File: src/verilog/dwc_defines.vh
// register map, field positions, reset values and encodings for dwc block
// assumes a classic wishbone slave, 32-bit data, byte addresses
// Overview of operation
// - one-shot ramp with external sync holds end, reruns on sync edge; internal sync reruns at once
// - sync edge select: none, fall, rise, both
// - fifo watermark choices: zero, two, four, six
// - normal mode dma request at or below watermark
// - low aligned format uses bits 11:0
// - high aligned format uses bits 15:4
// - generator stays within limits, reverses or restarts
// - step added or subtracted by direction
// - refresh divider n updates every n+1 clocks
// - hold filter freezes output 0..63 cycles
// - sync source: internal clock or external pin
// - analog power off forces output low
// - mode select: fifo conversion or waveform generator
// - waveform type selects sawtooth, triangle, one-shot
// - repeating waves start on sync edge, direction
// - internal sync: buffered data next cycle
// - generated value clamped to upper limit
// - fifo full and empty flags readable
`ifndef DWC_DEFINES_VH
`define DWC_DEFINES_VH
// ********************************************************************
// register offsets
// ********************************************************************
`define DWC_CTRL_OFF     8'h00
`define DWC_DATA_OFF     8'h04
`define DWC_STEP_OFF     8'h08
`define DWC_MIN_OFF      8'h0c
`define DWC_MAX_OFF      8'h10
`define DWC_START_OFF    8'h14
`define DWC_DIV_OFF      8'h18
`define DWC_STAT_OFF     8'h1c
// ********************************************************************
// control field positions
// ********************************************************************
`define DWC_C_MODE       0
`define DWC_C_SYNCSRC    1
`define DWC_C_EDGE_LO    2
`define DWC_C_EDGE_HI    3
`define DWC_C_FMT        4
`define DWC_C_DMAEN      5
`define DWC_C_WM_LO      6
`define DWC_C_WM_HI      7
`define DWC_C_HOLDEN     8
`define DWC_C_PWR        9
`define DWC_C_SPEED      10
`define DWC_C_WAVE_LO    11
`define DWC_C_WAVE_HI    13
`define DWC_C_HCNT_LO    16
`define DWC_C_HCNT_HI    21
`define DWC_CTRL_RST     32'h0000_0000
// ********************************************************************
// encodings
// ********************************************************************
`define DWC_EDGE_NONE    2'h0
`define DWC_EDGE_FALL    2'h1
`define DWC_EDGE_RISE    2'h2
`define DWC_EDGE_ANY     2'h3
`define DWC_WAVE_SAW0    3'h0
`define DWC_WAVE_SAW1    3'h1
`define DWC_WAVE_TRI0    3'h2
`define DWC_WAVE_TRI1    3'h3
`define DWC_WAVE_ONE0    3'h4
`define DWC_WAVE_ONE1    3'h5
`define DWC_FIFO_DEPTH   8
`define DWC_FIFO_AW      3
`endif

File: src/verilog/dwc_fifo.v
// data fifo of flip-flops, one write port, one read port
// guards itself: writes when full and reads when empty are ignored
`include "dwc_defines.vh"
module dwc_fifo #(
  parameter DEPTH = `DWC_FIFO_DEPTH,
  parameter AW    = `DWC_FIFO_AW
) (
  input  wire          clk_sys,
  input  wire          rst,
  input  wire          wrEn,
  input  wire [15:0]   wrData,
  input  wire          rdEn,
  output wire [15:0]   rdData,
  output wire [AW:0]   level,
  output wire          full,
  output wire          empty
);
  reg [15:0] mem [0:DEPTH-1];
  reg [AW:0] wrPtrQ;
  reg [AW:0] rdPtrQ;
  wire doWr = wrEn & ~full;
  wire doRd = rdEn & ~empty;
  assign level  = wrPtrQ - rdPtrQ;
  assign full   = (level == DEPTH);
  assign empty  = (level == {(AW+1){1'b0}});
  assign rdData = mem[rdPtrQ[AW-1:0]];
  always @(posedge clk_sys) begin
    if (doWr) begin
      mem[wrPtrQ[AW-1:0]] <= wrData;
    end
  end
  always @(posedge clk_sys or posedge rst) begin
    if (rst) begin
      wrPtrQ <= {(AW+1){1'b0}};
      rdPtrQ <= {(AW+1){1'b0}};
    end else begin
      if (doWr) begin
        wrPtrQ <= wrPtrQ + 1'b1;
      end
      if (doRd) begin
        rdPtrQ <= rdPtrQ + 1'b1;
      end
    end
  end
endmodule // dwc_fifo

File: src/verilog/dwc_sync_edge.v
// synchroniser and edge detector for the external sync pin
// assumes sync pin is asynchronous to clk_sys
`include "dwc_defines.vh"
module dwc_sync_edge (
  input  wire       clk_sys,
  input  wire       rst,
  input  wire       syncPin,
  input  wire [1:0] edgeSel,
  output reg        syncEvent
);
  reg s1Q;
  reg s2Q;
  reg s3Q;
  reg stableQ;
  always @(posedge clk_sys or posedge rst) begin
    if (rst) begin
      s1Q       <= 1'b0;
      s2Q       <= 1'b0;
      s3Q       <= 1'b0;
      stableQ   <= 1'b0;
      syncEvent <= 1'b0;
    end else begin
      s1Q <= syncPin;
      s2Q <= s1Q;
      s3Q <= s2Q;
      syncEvent <= 1'b0;
      // a change counts only once two later stages agree
      if (s2Q == s3Q && s3Q != stableQ) begin
        stableQ <= s3Q;
        case (edgeSel)
          `DWC_EDGE_NONE: syncEvent <= 1'b0;
          `DWC_EDGE_FALL: syncEvent <= ~s3Q;
          `DWC_EDGE_RISE: syncEvent <= s3Q;
          default:        syncEvent <= 1'b1;
        endcase
      end
    end
  end
endmodule // dwc_sync_edge

File: src/verilog/dwc_waveform_ctrl.v
// digital control of a 12-bit converter: fifo mode and waveform mode
// assumes classic wishbone master, async sync pin, analog core outside
`include "dwc_defines.vh"
module dwc_waveform_ctrl (
  input  wire        clk_sys,
  input  wire        rst,
  input  wire        wb_cyc_i,
  input  wire        wb_stb_i,
  input  wire        wb_we_i,
  input  wire [7:0]  wb_adr_i,
  input  wire [3:0]  wb_sel_i,
  input  wire [31:0] wb_dat_i,
  output reg  [31:0] wb_dat_o,
  output reg         wb_ack_o,
  input  wire        syncIn,
  output reg  [11:0] coreData,
  output reg         coreUpdate,
  output reg         analogOut,
  output reg         analogPowerEnable,
  output reg         fastSettleSetting,
  output reg         dmaRequest
);
  // ******************************************************************
  // registers
  // ******************************************************************
  reg  [31:0] ctrl_q;
  reg  [15:0] stepIncrement_q;
  reg  [15:0] lowerLimit_q;
  reg  [15:0] upperLimit_q;
  reg  [15:0] initialLevel_q;
  reg  [15:0] refreshDivider_q;
  wire        modeGen     = ctrl_q[`DWC_C_MODE];
  wire        syncExt     = ctrl_q[`DWC_C_SYNCSRC];
  wire [1:0]  edgeSel     = ctrl_q[`DWC_C_EDGE_HI:`DWC_C_EDGE_LO];
  wire        fmtHigh     = ctrl_q[`DWC_C_FMT];
  wire        dmaEn       = ctrl_q[`DWC_C_DMAEN];
  wire [1:0]  wmSel       = ctrl_q[`DWC_C_WM_HI:`DWC_C_WM_LO];
  wire        holdEn      = ctrl_q[`DWC_C_HOLDEN];
  wire [2:0]  waveType    = ctrl_q[`DWC_C_WAVE_HI:`DWC_C_WAVE_LO];
  wire [5:0]  holdCount   = ctrl_q[`DWC_C_HCNT_HI:`DWC_C_HCNT_LO];

  // pick the 12 significant bits of a word per data format
  function [11:0] align12;
    input [15:0] w;
    input        hi;
    begin
      if (hi) begin
        align12 = w[15:4];
      end else begin
        align12 = w[11:0];
      end
    end
  endfunction

  // ******************************************************************
  // bus slave
  // ******************************************************************
  wire busReq = wb_cyc_i & wb_stb_i & ~wb_ack_o;
  wire busWr  = busReq & wb_we_i;
  wire dataWr = busWr & (wb_adr_i == `DWC_DATA_OFF) & wb_sel_i[0];
  wire fifoFull;
  wire fifoEmpty;
  wire [`DWC_FIFO_AW:0] fifoLevel;
  wire [15:0] fifoOut;
  reg  fifoRd;

  function [31:0] merge;
    input [31:0] old;
    input [31:0] nw;
    input [3:0]  sel;
    integer i;
    begin
      merge = old;
      for (i = 0; i < 4; i = i + 1) begin
        if (sel[i]) begin
          merge[i*8 +: 8] = nw[i*8 +: 8];
        end
      end
    end
  endfunction

  // byte-masked update of a 16-bit register; lanes 2 and 3 do not apply
  function [15:0] merge16;
    input [15:0] old;
    input [15:0] nw;
    input [1:0]  sel;
    begin
      merge16 = old;
      if (sel[0]) begin
        merge16[7:0] = nw[7:0];
      end
      if (sel[1]) begin
        merge16[15:8] = nw[15:8];
      end
    end
  endfunction

  always @(posedge clk_sys or posedge rst) begin
    if (rst) begin
      wb_ack_o         <= 1'b0;
      wb_dat_o         <= 32'h0000_0000;
      ctrl_q           <= `DWC_CTRL_RST;
      stepIncrement_q  <= 16'h0000;
      lowerLimit_q     <= 16'h0000;
      upperLimit_q     <= 16'h0000;
      initialLevel_q   <= 16'h0000;
      refreshDivider_q <= 16'h0000;
    end else begin
      wb_ack_o <= busReq;
      wb_dat_o <= 32'h0000_0000;
      if (busWr) begin
        case (wb_adr_i)
          `DWC_CTRL_OFF:  ctrl_q <= merge(ctrl_q, wb_dat_i, wb_sel_i)
                                    & 32'h003f_7fff;
          `DWC_STEP_OFF:  stepIncrement_q <= merge16(stepIncrement_q,
            wb_dat_i[15:0], wb_sel_i[1:0]);
          `DWC_MIN_OFF:   lowerLimit_q <= merge16(lowerLimit_q,
            wb_dat_i[15:0], wb_sel_i[1:0]);
          `DWC_MAX_OFF:   upperLimit_q <= merge16(upperLimit_q,
            wb_dat_i[15:0], wb_sel_i[1:0]);
          `DWC_START_OFF: initialLevel_q <= merge16(initialLevel_q,
            wb_dat_i[15:0], wb_sel_i[1:0]);
          `DWC_DIV_OFF:   refreshDivider_q <= merge16(refreshDivider_q,
            wb_dat_i[15:0], wb_sel_i[1:0]);
          default: ;
        endcase
      end else if (busReq) begin
        case (wb_adr_i)
          `DWC_CTRL_OFF:  wb_dat_o <= ctrl_q;
          `DWC_STEP_OFF:  wb_dat_o <= {16'h0000, stepIncrement_q};
          `DWC_MIN_OFF:   wb_dat_o <= {16'h0000, lowerLimit_q};
          `DWC_MAX_OFF:   wb_dat_o <= {16'h0000, upperLimit_q};
          `DWC_START_OFF: wb_dat_o <= {16'h0000, initialLevel_q};
          `DWC_DIV_OFF:   wb_dat_o <= {16'h0000, refreshDivider_q};
          `DWC_STAT_OFF:  wb_dat_o <= {20'h00000, coreData[11:8],
                                       2'b00, fifoLevel,
                                       fifoEmpty, fifoFull};
          default:        wb_dat_o <= 32'h0000_0000;
        endcase
      end
    end
  end

  // ******************************************************************
  // fifo mode
  // ******************************************************************
  dwc_fifo #(
    .DEPTH (`DWC_FIFO_DEPTH),
    .AW    (`DWC_FIFO_AW)
  ) uFifo (
    .clk_sys (clk_sys),
    .rst     (rst),
    .wrEn    (dataWr),
    .wrData  (wb_dat_i[15:0]),
    .rdEn    (fifoRd),
    .rdData  (fifoOut),
    .level   (fifoLevel),
    .full    (fifoFull),
    .empty   (fifoEmpty)
  );

  wire syncEvent;
  dwc_sync_edge uSync (
    .clk_sys   (clk_sys),
    .rst       (rst),
    .syncPin   (syncIn),
    .edgeSel   (edgeSel),
    .syncEvent (syncEvent)
  );

  // watermark is twice the select: 0, 2, 4 or 6 entries
  wire [`DWC_FIFO_AW:0] wmLevel = {1'b0, wmSel, 1'b0};
  // internal source updates each clock, else on the chosen edge
  wire updTick = syncExt ? syncEvent : 1'b1;

  // ******************************************************************
  // waveform generator
  // ******************************************************************
  reg  [15:0] divCnt_q;
  reg  [15:0] wave_q;
  reg         dirUp_q;
  reg         running_q;
  reg         genLive_q;
  wire refresh = (divCnt_q == refreshDivider_q);
  wire isTri   = (waveType == `DWC_WAVE_TRI0) |
                 (waveType == `DWC_WAVE_TRI1);
  wire isOne   = (waveType == `DWC_WAVE_ONE0) |
                 (waveType == `DWC_WAVE_ONE1);
  wire startUp = (waveType == `DWC_WAVE_SAW0) |
                 (waveType == `DWC_WAVE_TRI0) |
                 (waveType == `DWC_WAVE_ONE0);
  wire [16:0] upSum  = {1'b0, wave_q} + {1'b0, stepIncrement_q};
  wire [16:0] dnDiff = {1'b0, wave_q} - {1'b0, stepIncrement_q};
  wire hitMax = upSum[16] | (upSum[15:0] >= upperLimit_q);
  wire hitMin = dnDiff[16] | (dnDiff[15:0] <= lowerLimit_q);
  wire genStart = modeGen & (syncExt ? syncEvent : ~running_q);

  always @(posedge clk_sys or posedge rst) begin
    if (rst) begin
      divCnt_q  <= 16'h0000;
      wave_q    <= 16'h0000;
      dirUp_q   <= 1'b1;
      running_q <= 1'b0;
      genLive_q <= 1'b0;
    end else if (!modeGen) begin
      divCnt_q  <= 16'h0000;
      running_q <= 1'b0;
      // leaving the generator unlinks wave_q from the core
      genLive_q <= 1'b0;
    end else if (genStart) begin
      // an active sync edge, or with internal sync a stopped generator, (re)starts the pattern
      wave_q    <= initialLevel_q;
      dirUp_q   <= startUp;
      running_q <= 1'b1;
      genLive_q <= 1'b1;
      divCnt_q  <= 16'h0000;
    end else if (running_q) begin
      divCnt_q <= refresh ? 16'h0000 : divCnt_q + 16'h0001;
      if (refresh) begin
        if (dirUp_q) begin
          if (hitMax) begin
            wave_q <= upperLimit_q;
            if (isTri) begin
              dirUp_q <= 1'b0;
            end else if (isOne) begin
              running_q <= 1'b0;
            end else begin
              wave_q <= lowerLimit_q;
            end
          end else begin
            wave_q <= upSum[15:0];
          end
        end else begin
          if (hitMin) begin
            wave_q <= lowerLimit_q;
            if (isTri) begin
              dirUp_q <= 1'b1;
            end else if (isOne) begin
              running_q <= 1'b0;
            end else begin
              wave_q <= upperLimit_q;
            end
          end else begin
            wave_q <= dnDiff[15:0];
          end
        end
      end
    end
  end

  wire [15:0] waveClamp = (wave_q > upperLimit_q) ? upperLimit_q
                                                   : wave_q;

  // ******************************************************************
  // output stage with hold filter
  // ******************************************************************
  reg  [5:0]  hold_q;
  reg  [11:0] nextData;
  reg         nextValid;
  always @* begin
    fifoRd    = 1'b0;
    nextData  = coreData;
    nextValid = 1'b0;
    if (hold_q == 6'h00) begin
      if (modeGen) begin
        // a value left from an earlier run must not reach the core
        if (genLive_q) begin
          nextData  = align12(waveClamp, fmtHigh);
          nextValid = (nextData != coreData);
        end
      end else if (updTick && !fifoEmpty) begin
        fifoRd    = 1'b1;
        nextData  = align12(fifoOut, fmtHigh);
        nextValid = 1'b1;
      end
    end
  end

  always @(posedge clk_sys or posedge rst) begin
    if (rst) begin
      coreData          <= 12'h000;
      coreUpdate        <= 1'b0;
      hold_q            <= 6'h00;
      analogOut         <= 1'b0;
      analogPowerEnable <= 1'b0;
      fastSettleSetting <= 1'b0;
      dmaRequest        <= 1'b0;
    end else begin
      coreUpdate <= nextValid;
      if (nextValid) begin
        coreData <= nextData;
        hold_q   <= holdEn ? holdCount : 6'h00;
      end else if (hold_q != 6'h00) begin
        hold_q <= hold_q - 6'h01;
      end
      analogPowerEnable <= ctrl_q[`DWC_C_PWR];
      fastSettleSetting <= ctrl_q[`DWC_C_SPEED];
      // powered down core output is pulled low
      analogOut <= ctrl_q[`DWC_C_PWR] & (|coreData);
      dmaRequest <= ~modeGen & dmaEn & (fifoLevel <= wmLevel);
    end
  end
endmodule // dwc_waveform_ctrl
File: config.mk
export PLATFORM = sky130hd
export DESIGN_NAME = dwc_waveform_ctrl
export DESIGN_NICKNAME = d
export VERILOG_FILES = /design/src/verilog/dwc_fifo.v /design/src/verilog/dwc_sync_edge.v /design/src/verilog/dwc_waveform_ctrl.v
export VERILOG_INCLUDE_DIRS = /design/src /design/src/verilog
export SDC_FILE = /design/constraint.sdc
export NUM_CORES = 1
export LEC_CHECK = 0
export ABC_AREA = 1
export BUFFER_PORTS_ARGS = -buffer_cell sky130_fd_sc_hd__clkbuf_2
export CAP_MARGIN = 20
export CORE_MARGIN = 2
export CORE_UTILIZATION = 50
export CTS_CLUSTER_SIZE = 12
export DETAILED_ROUTE_END_ITERATION = 8
export GPL_TIMING_DRIVEN = 0
export PLACE_DENSITY = 0.66
export SYNTH_ARGS = -nofsm -noshare
export SYNTH_HDL_FRONTEND = slang
export SYNTH_SLANG_ARGS = --single-unit
File: constraint.sdc
create_clock -name clk_sys -period 7.95 [get_ports clk_sys]
set_input_delay 0 -clock clk_sys [delete_from_list [all_inputs] [get_ports clk_sys]]
set_output_delay 0 -clock clk_sys [all_outputs]
set_load 0.05 [all_outputs]
==> impl_metrics.tcl <==
set metrics [dict create \
    r2r-end "wave_q[9]$_DFFE_PP0P_" \
    hold_depth 3 \
    syn_inst 2083 \
    clock_skew_ns 0.0244 \
    first_pass_iters 6 \
    antenna_found_initial 0 \
    p_switching_mw 2.59 \
    fillers 3175 \
    setup_viol 0 \
    avgSynthCellArea_um2 8.60 \
    end_kind "register" \
    wl_mm 61.8 \
    hold_buffers 30 \
    min-delay-path-class "input pin to register" \
    gr-usage-all-layers_pct 32.5 \
    via_per_inst 5.92 \
    core_area_um2 35400 \
    cts_max_level 2 \
    root_buffer "clkbuf_16" \
    area_delta_synth_final_pct 15.2 \
    critPathArrivalTime_ns 5.76 \
    drive_gt1_share_pct 9.48 \
    combinationalPowerShare_pct 41.8 \
    seq_power_share_pct 31.0 \
    cts_sinks 323 \
    finalInstanceArea_um2 20600 \
    cts_tree "done" \
    sw_frac_of_total_pct 42.2 \
    yosys.area.top_type "dfrtp_1" \
    die_h_um 193 \
    startpoint "stepIncrement_q[1]$_DFFE_PP0P_" \
    wl_per_cell_um 22.6 \
    cp.required_ns 8.35 \
    slew_viol_final 0 \
    multiInputGateArea_um2 7980 \
    period_minus_slack_ns 5.36 \
    grt_max_degree 118 \
    relSlewSlack_pct 32.4 \
    antenna_cells 0 \
    netlist_top_cells_count "nand2_1 (442), o21ai_0 (234), inv_1 (216)" \
    cts_resized 0 \
    synth_edf_count 128 \
    rsz0062_at_grt "no" \
    status "complete, no violations" \
    start_util_pct 50.6 \
    hp-start "wb_sel_i[2]" \
    drtIter0Drc 1812 \
    io-pin-count 100 \
    io_buffers 78 \
    tns_ns 0 \
    max-cap-violations 0 \
    vias 16200 \
    ys_ff_latch 323 \
    dpl.hpwl_mm 46.4 \
    ys.flop_type "dfrtp_1" \
    rr_worst_depth 24 \
    rows 69 \
    drc_errors 0 \
    start_kind "register" \
    grt_pass1_wl_mm 92.6 \
    clock_latency_ns 0.55 \
    clk_pin_slew_ns 0.06 \
    crit_type "register to register" \
    timing.rr.start "stepIncrement_q[1]$_DFFE_PP0P_" \
    regArea_um2 8720 \
    async_flop_share_pct 60.4 \
    hold_path_end "ctrl_q[18]$_DFFE_PP0P_" \
    synth.distinct_cells 54 \
    cts_setup_buffers 0 \
    grt_pass1_vias 15200 \
    placed_area_um2 19200 \
    vdd.ir_drop.worst_mv 0.333 \
    synth_area_leaders "dfrtp_1 (27%), edfxtp_1 (21%), nand2_1 (9.3%), o21ai_0 (6.5%), ha_1 (6.2%)" \
    yosysWarnings 0 \
    yosysSeqAreaShare_pct 48.7 \
    hold_viol 0 \
    synth.most_common_cell "nand2_1" \
    power.share.clock_pct 27.2 \
    cts.path.max_buffers 3 \
    die_area_um2 37400 \
    pwr_density_cell_nw_per_um2 297 \
    synth.top_cell.area_share_pct 27.1 \
    min_period_over_period_pct 67.4 \
    critical_path.max_fanout 7 \
    max_freq_ghz 0.187 \
    routabilityCongestion 1.01 \
    finalPower_mw 6.12 \
    overflow 0 \
    tightest_slew_ns 1.01 \
    cts_buffers 37 \
    die_width_um 193 \
    ant_nets 0 \
    nets 2395 \
    rrSetupSlack_ns 2.59 \
    p_leak_nw 9.08 \
    p_int_mw 3.54 \
    netlist_area_um2 17900 \
]
[cells by family after synthesis]
family / Yosys count / share of synthesized area, %
buf+inv: 317 / 7.12
mux: 7 / 0.433
flops: 323 / 48.7
xor+xnor: 48 / 2.35
simple gates: 789 / 18.4
compound gates: 506 / 16.5
fa+ha+maj: 92 / 6.55
other cells: 1 / 0.0209
[state kept, by name (all words and copies together) (netlist names), 4 cells and up]
register          count
coreData             12
ctrl_q               21
divCnt_q             16
hold_q                6
initialLevel_q       16
lowerLimit_q         16
refreshDivider_q     16
stepIncrement_q      16
uFifo.mem           128
uFifo.rdPtrQ          4
uFifo.wrPtrQ          4
upperLimit_q         16
wave_q               16
wb_dat_o             22
[critical path, cell delays in order, from the launching register on]
cell and delay (ns):
dfrtp_1 0.46, inv_1 0.21, ha_1 0.35, nand3_1 0.10, nand2_1 0.08, nand2_1 0.07, a21oi_1 0.21, nand3_1 0.10
nand2_1 0.18, nand3_1 0.12, o21bai_1 0.26, a21boi_0 0.16, or2_2 0.29, nand2_1 0.11, inv_1 0.05, ha_1 0.28
nand4_1 0.12, nor3_1 0.23, nand2_1 0.09, a22oi_1 0.16, nand2_1 0.12, nor2_1 0.63, inv_1 0.38, o21ai_0 0.30
o211ai_1 0.12
[metal layers]
layer  routed length, um  track usage [%]  part of all wire (%)  vias up
li1                    -                -                     -     7434
met1               25000             44.0                    40     7806
met2               28200             51.5                    46      824
met3                5340             5.20                   8.6      161
met4                3220             15.5                   5.2        0
met5                   0                0                     0        -
[area by class of cell]
cell class | instances | area share (%)
Clock inverter | 16 | 0.782
Sequential cell | 323 | 42.3
Timing Repair Buffer | 122 | 4.34
Multi-Input combinational cell | 1452 | 38.7
Clock buffer | 49 | 4.90
Tap cell | 461 | 2.80
Inverter | 224 | 4.11
Buffer | 93 | 2.11
[power by group through the flow]
| stage | combinational, mW | clock, mW | sequential, mW |
|---|---|---|---|
| after detailed placement | 2.47 | 0 | 1.93 |
| after global routing | 2.77 | 1.75 | 1.90 |
| after global placement | 2.44 | 0 | 1.93 |
| after floorplan | 1.60 | 0 | 2.01 |
| final | 2.56 | 1.67 | 1.90 |
| after CTS | 2.49 | 1.68 | 1.90 |
[worst max-delay path by stage]
stage / to / slack [ns] / cells after the start
2_1_floorplan: analogOut$_DFF_PP0_ / 2.64 / 1
3_3_place_gp: wb_ack_o$_DFF_PP0_ / 0.19 / 2
3_5_place_dp: wave_q[9]$_DFFE_PP0P_ / 2.79 / 24
4_1_cts: wave_q[9]$_DFFE_PP0P_ / 2.73 / 24
5_1_grt: wave_q[9]$_DFFE_PP0P_ / 2.22 / 24
6_report: wave_q[9]$_DFFE_PP0P_ / 2.59 / 24
[through the flow]
| step | hold slack (ns) | cells | utilization [%] | setup slack [ns] |
|---|---|---|---|---|
| 6_report | 0.0245 | 2740 | 58.3 | 2.59 |
| 4_1_cts | 0.0224 | 2739 | 58.3 | 2.73 |
| 3_5_place_dp | -0.102 | 2644 | 54.1 | 2.79 |
| 3_3_place_gp | 0.112 | 2631 | 53.4 | 0.190 |
| 2_1_floorplan | 0.0314 | 2092 | - | 2.64 |
| 5_1_grt | 0.0409 | 2740 | 58.3 | 2.22 |
[layout by cell type, fill, tap and decap left out, types with 7 or more instances in the layout]
master         Yosys  layout
a21oi_1           98      98
xor2_1            34      34
a221oi_1          11      11
nor3_1            34      28
edfxtp_1         128     128
buf_6              4      10
clkbuf_16          0      37
o211ai_1          44      44
clkbuf_1          67      75
o22ai_1           42      42
clkinv_1           5       7
xnor2_1           14      14
nand3_1          110     110
nand4_1           13      13
clkinv_2           0       7
nand2_1          442     442
conb_1             1      10
buf_2              9       9
o21ai_2           10      10
inv_1            216     215
o21ai_0          234     234
o21bai_1           8       8
ha_1              89      89
nor2_1           168     166
clkbuf_2           0      79
a31oi_1           13      13
o221ai_1          12      12
buf_4             12      12
dfrtp_1          194     194
dlygate4sd3_1      0      30
Note: power is estimated with default switching activity, not from simulation.
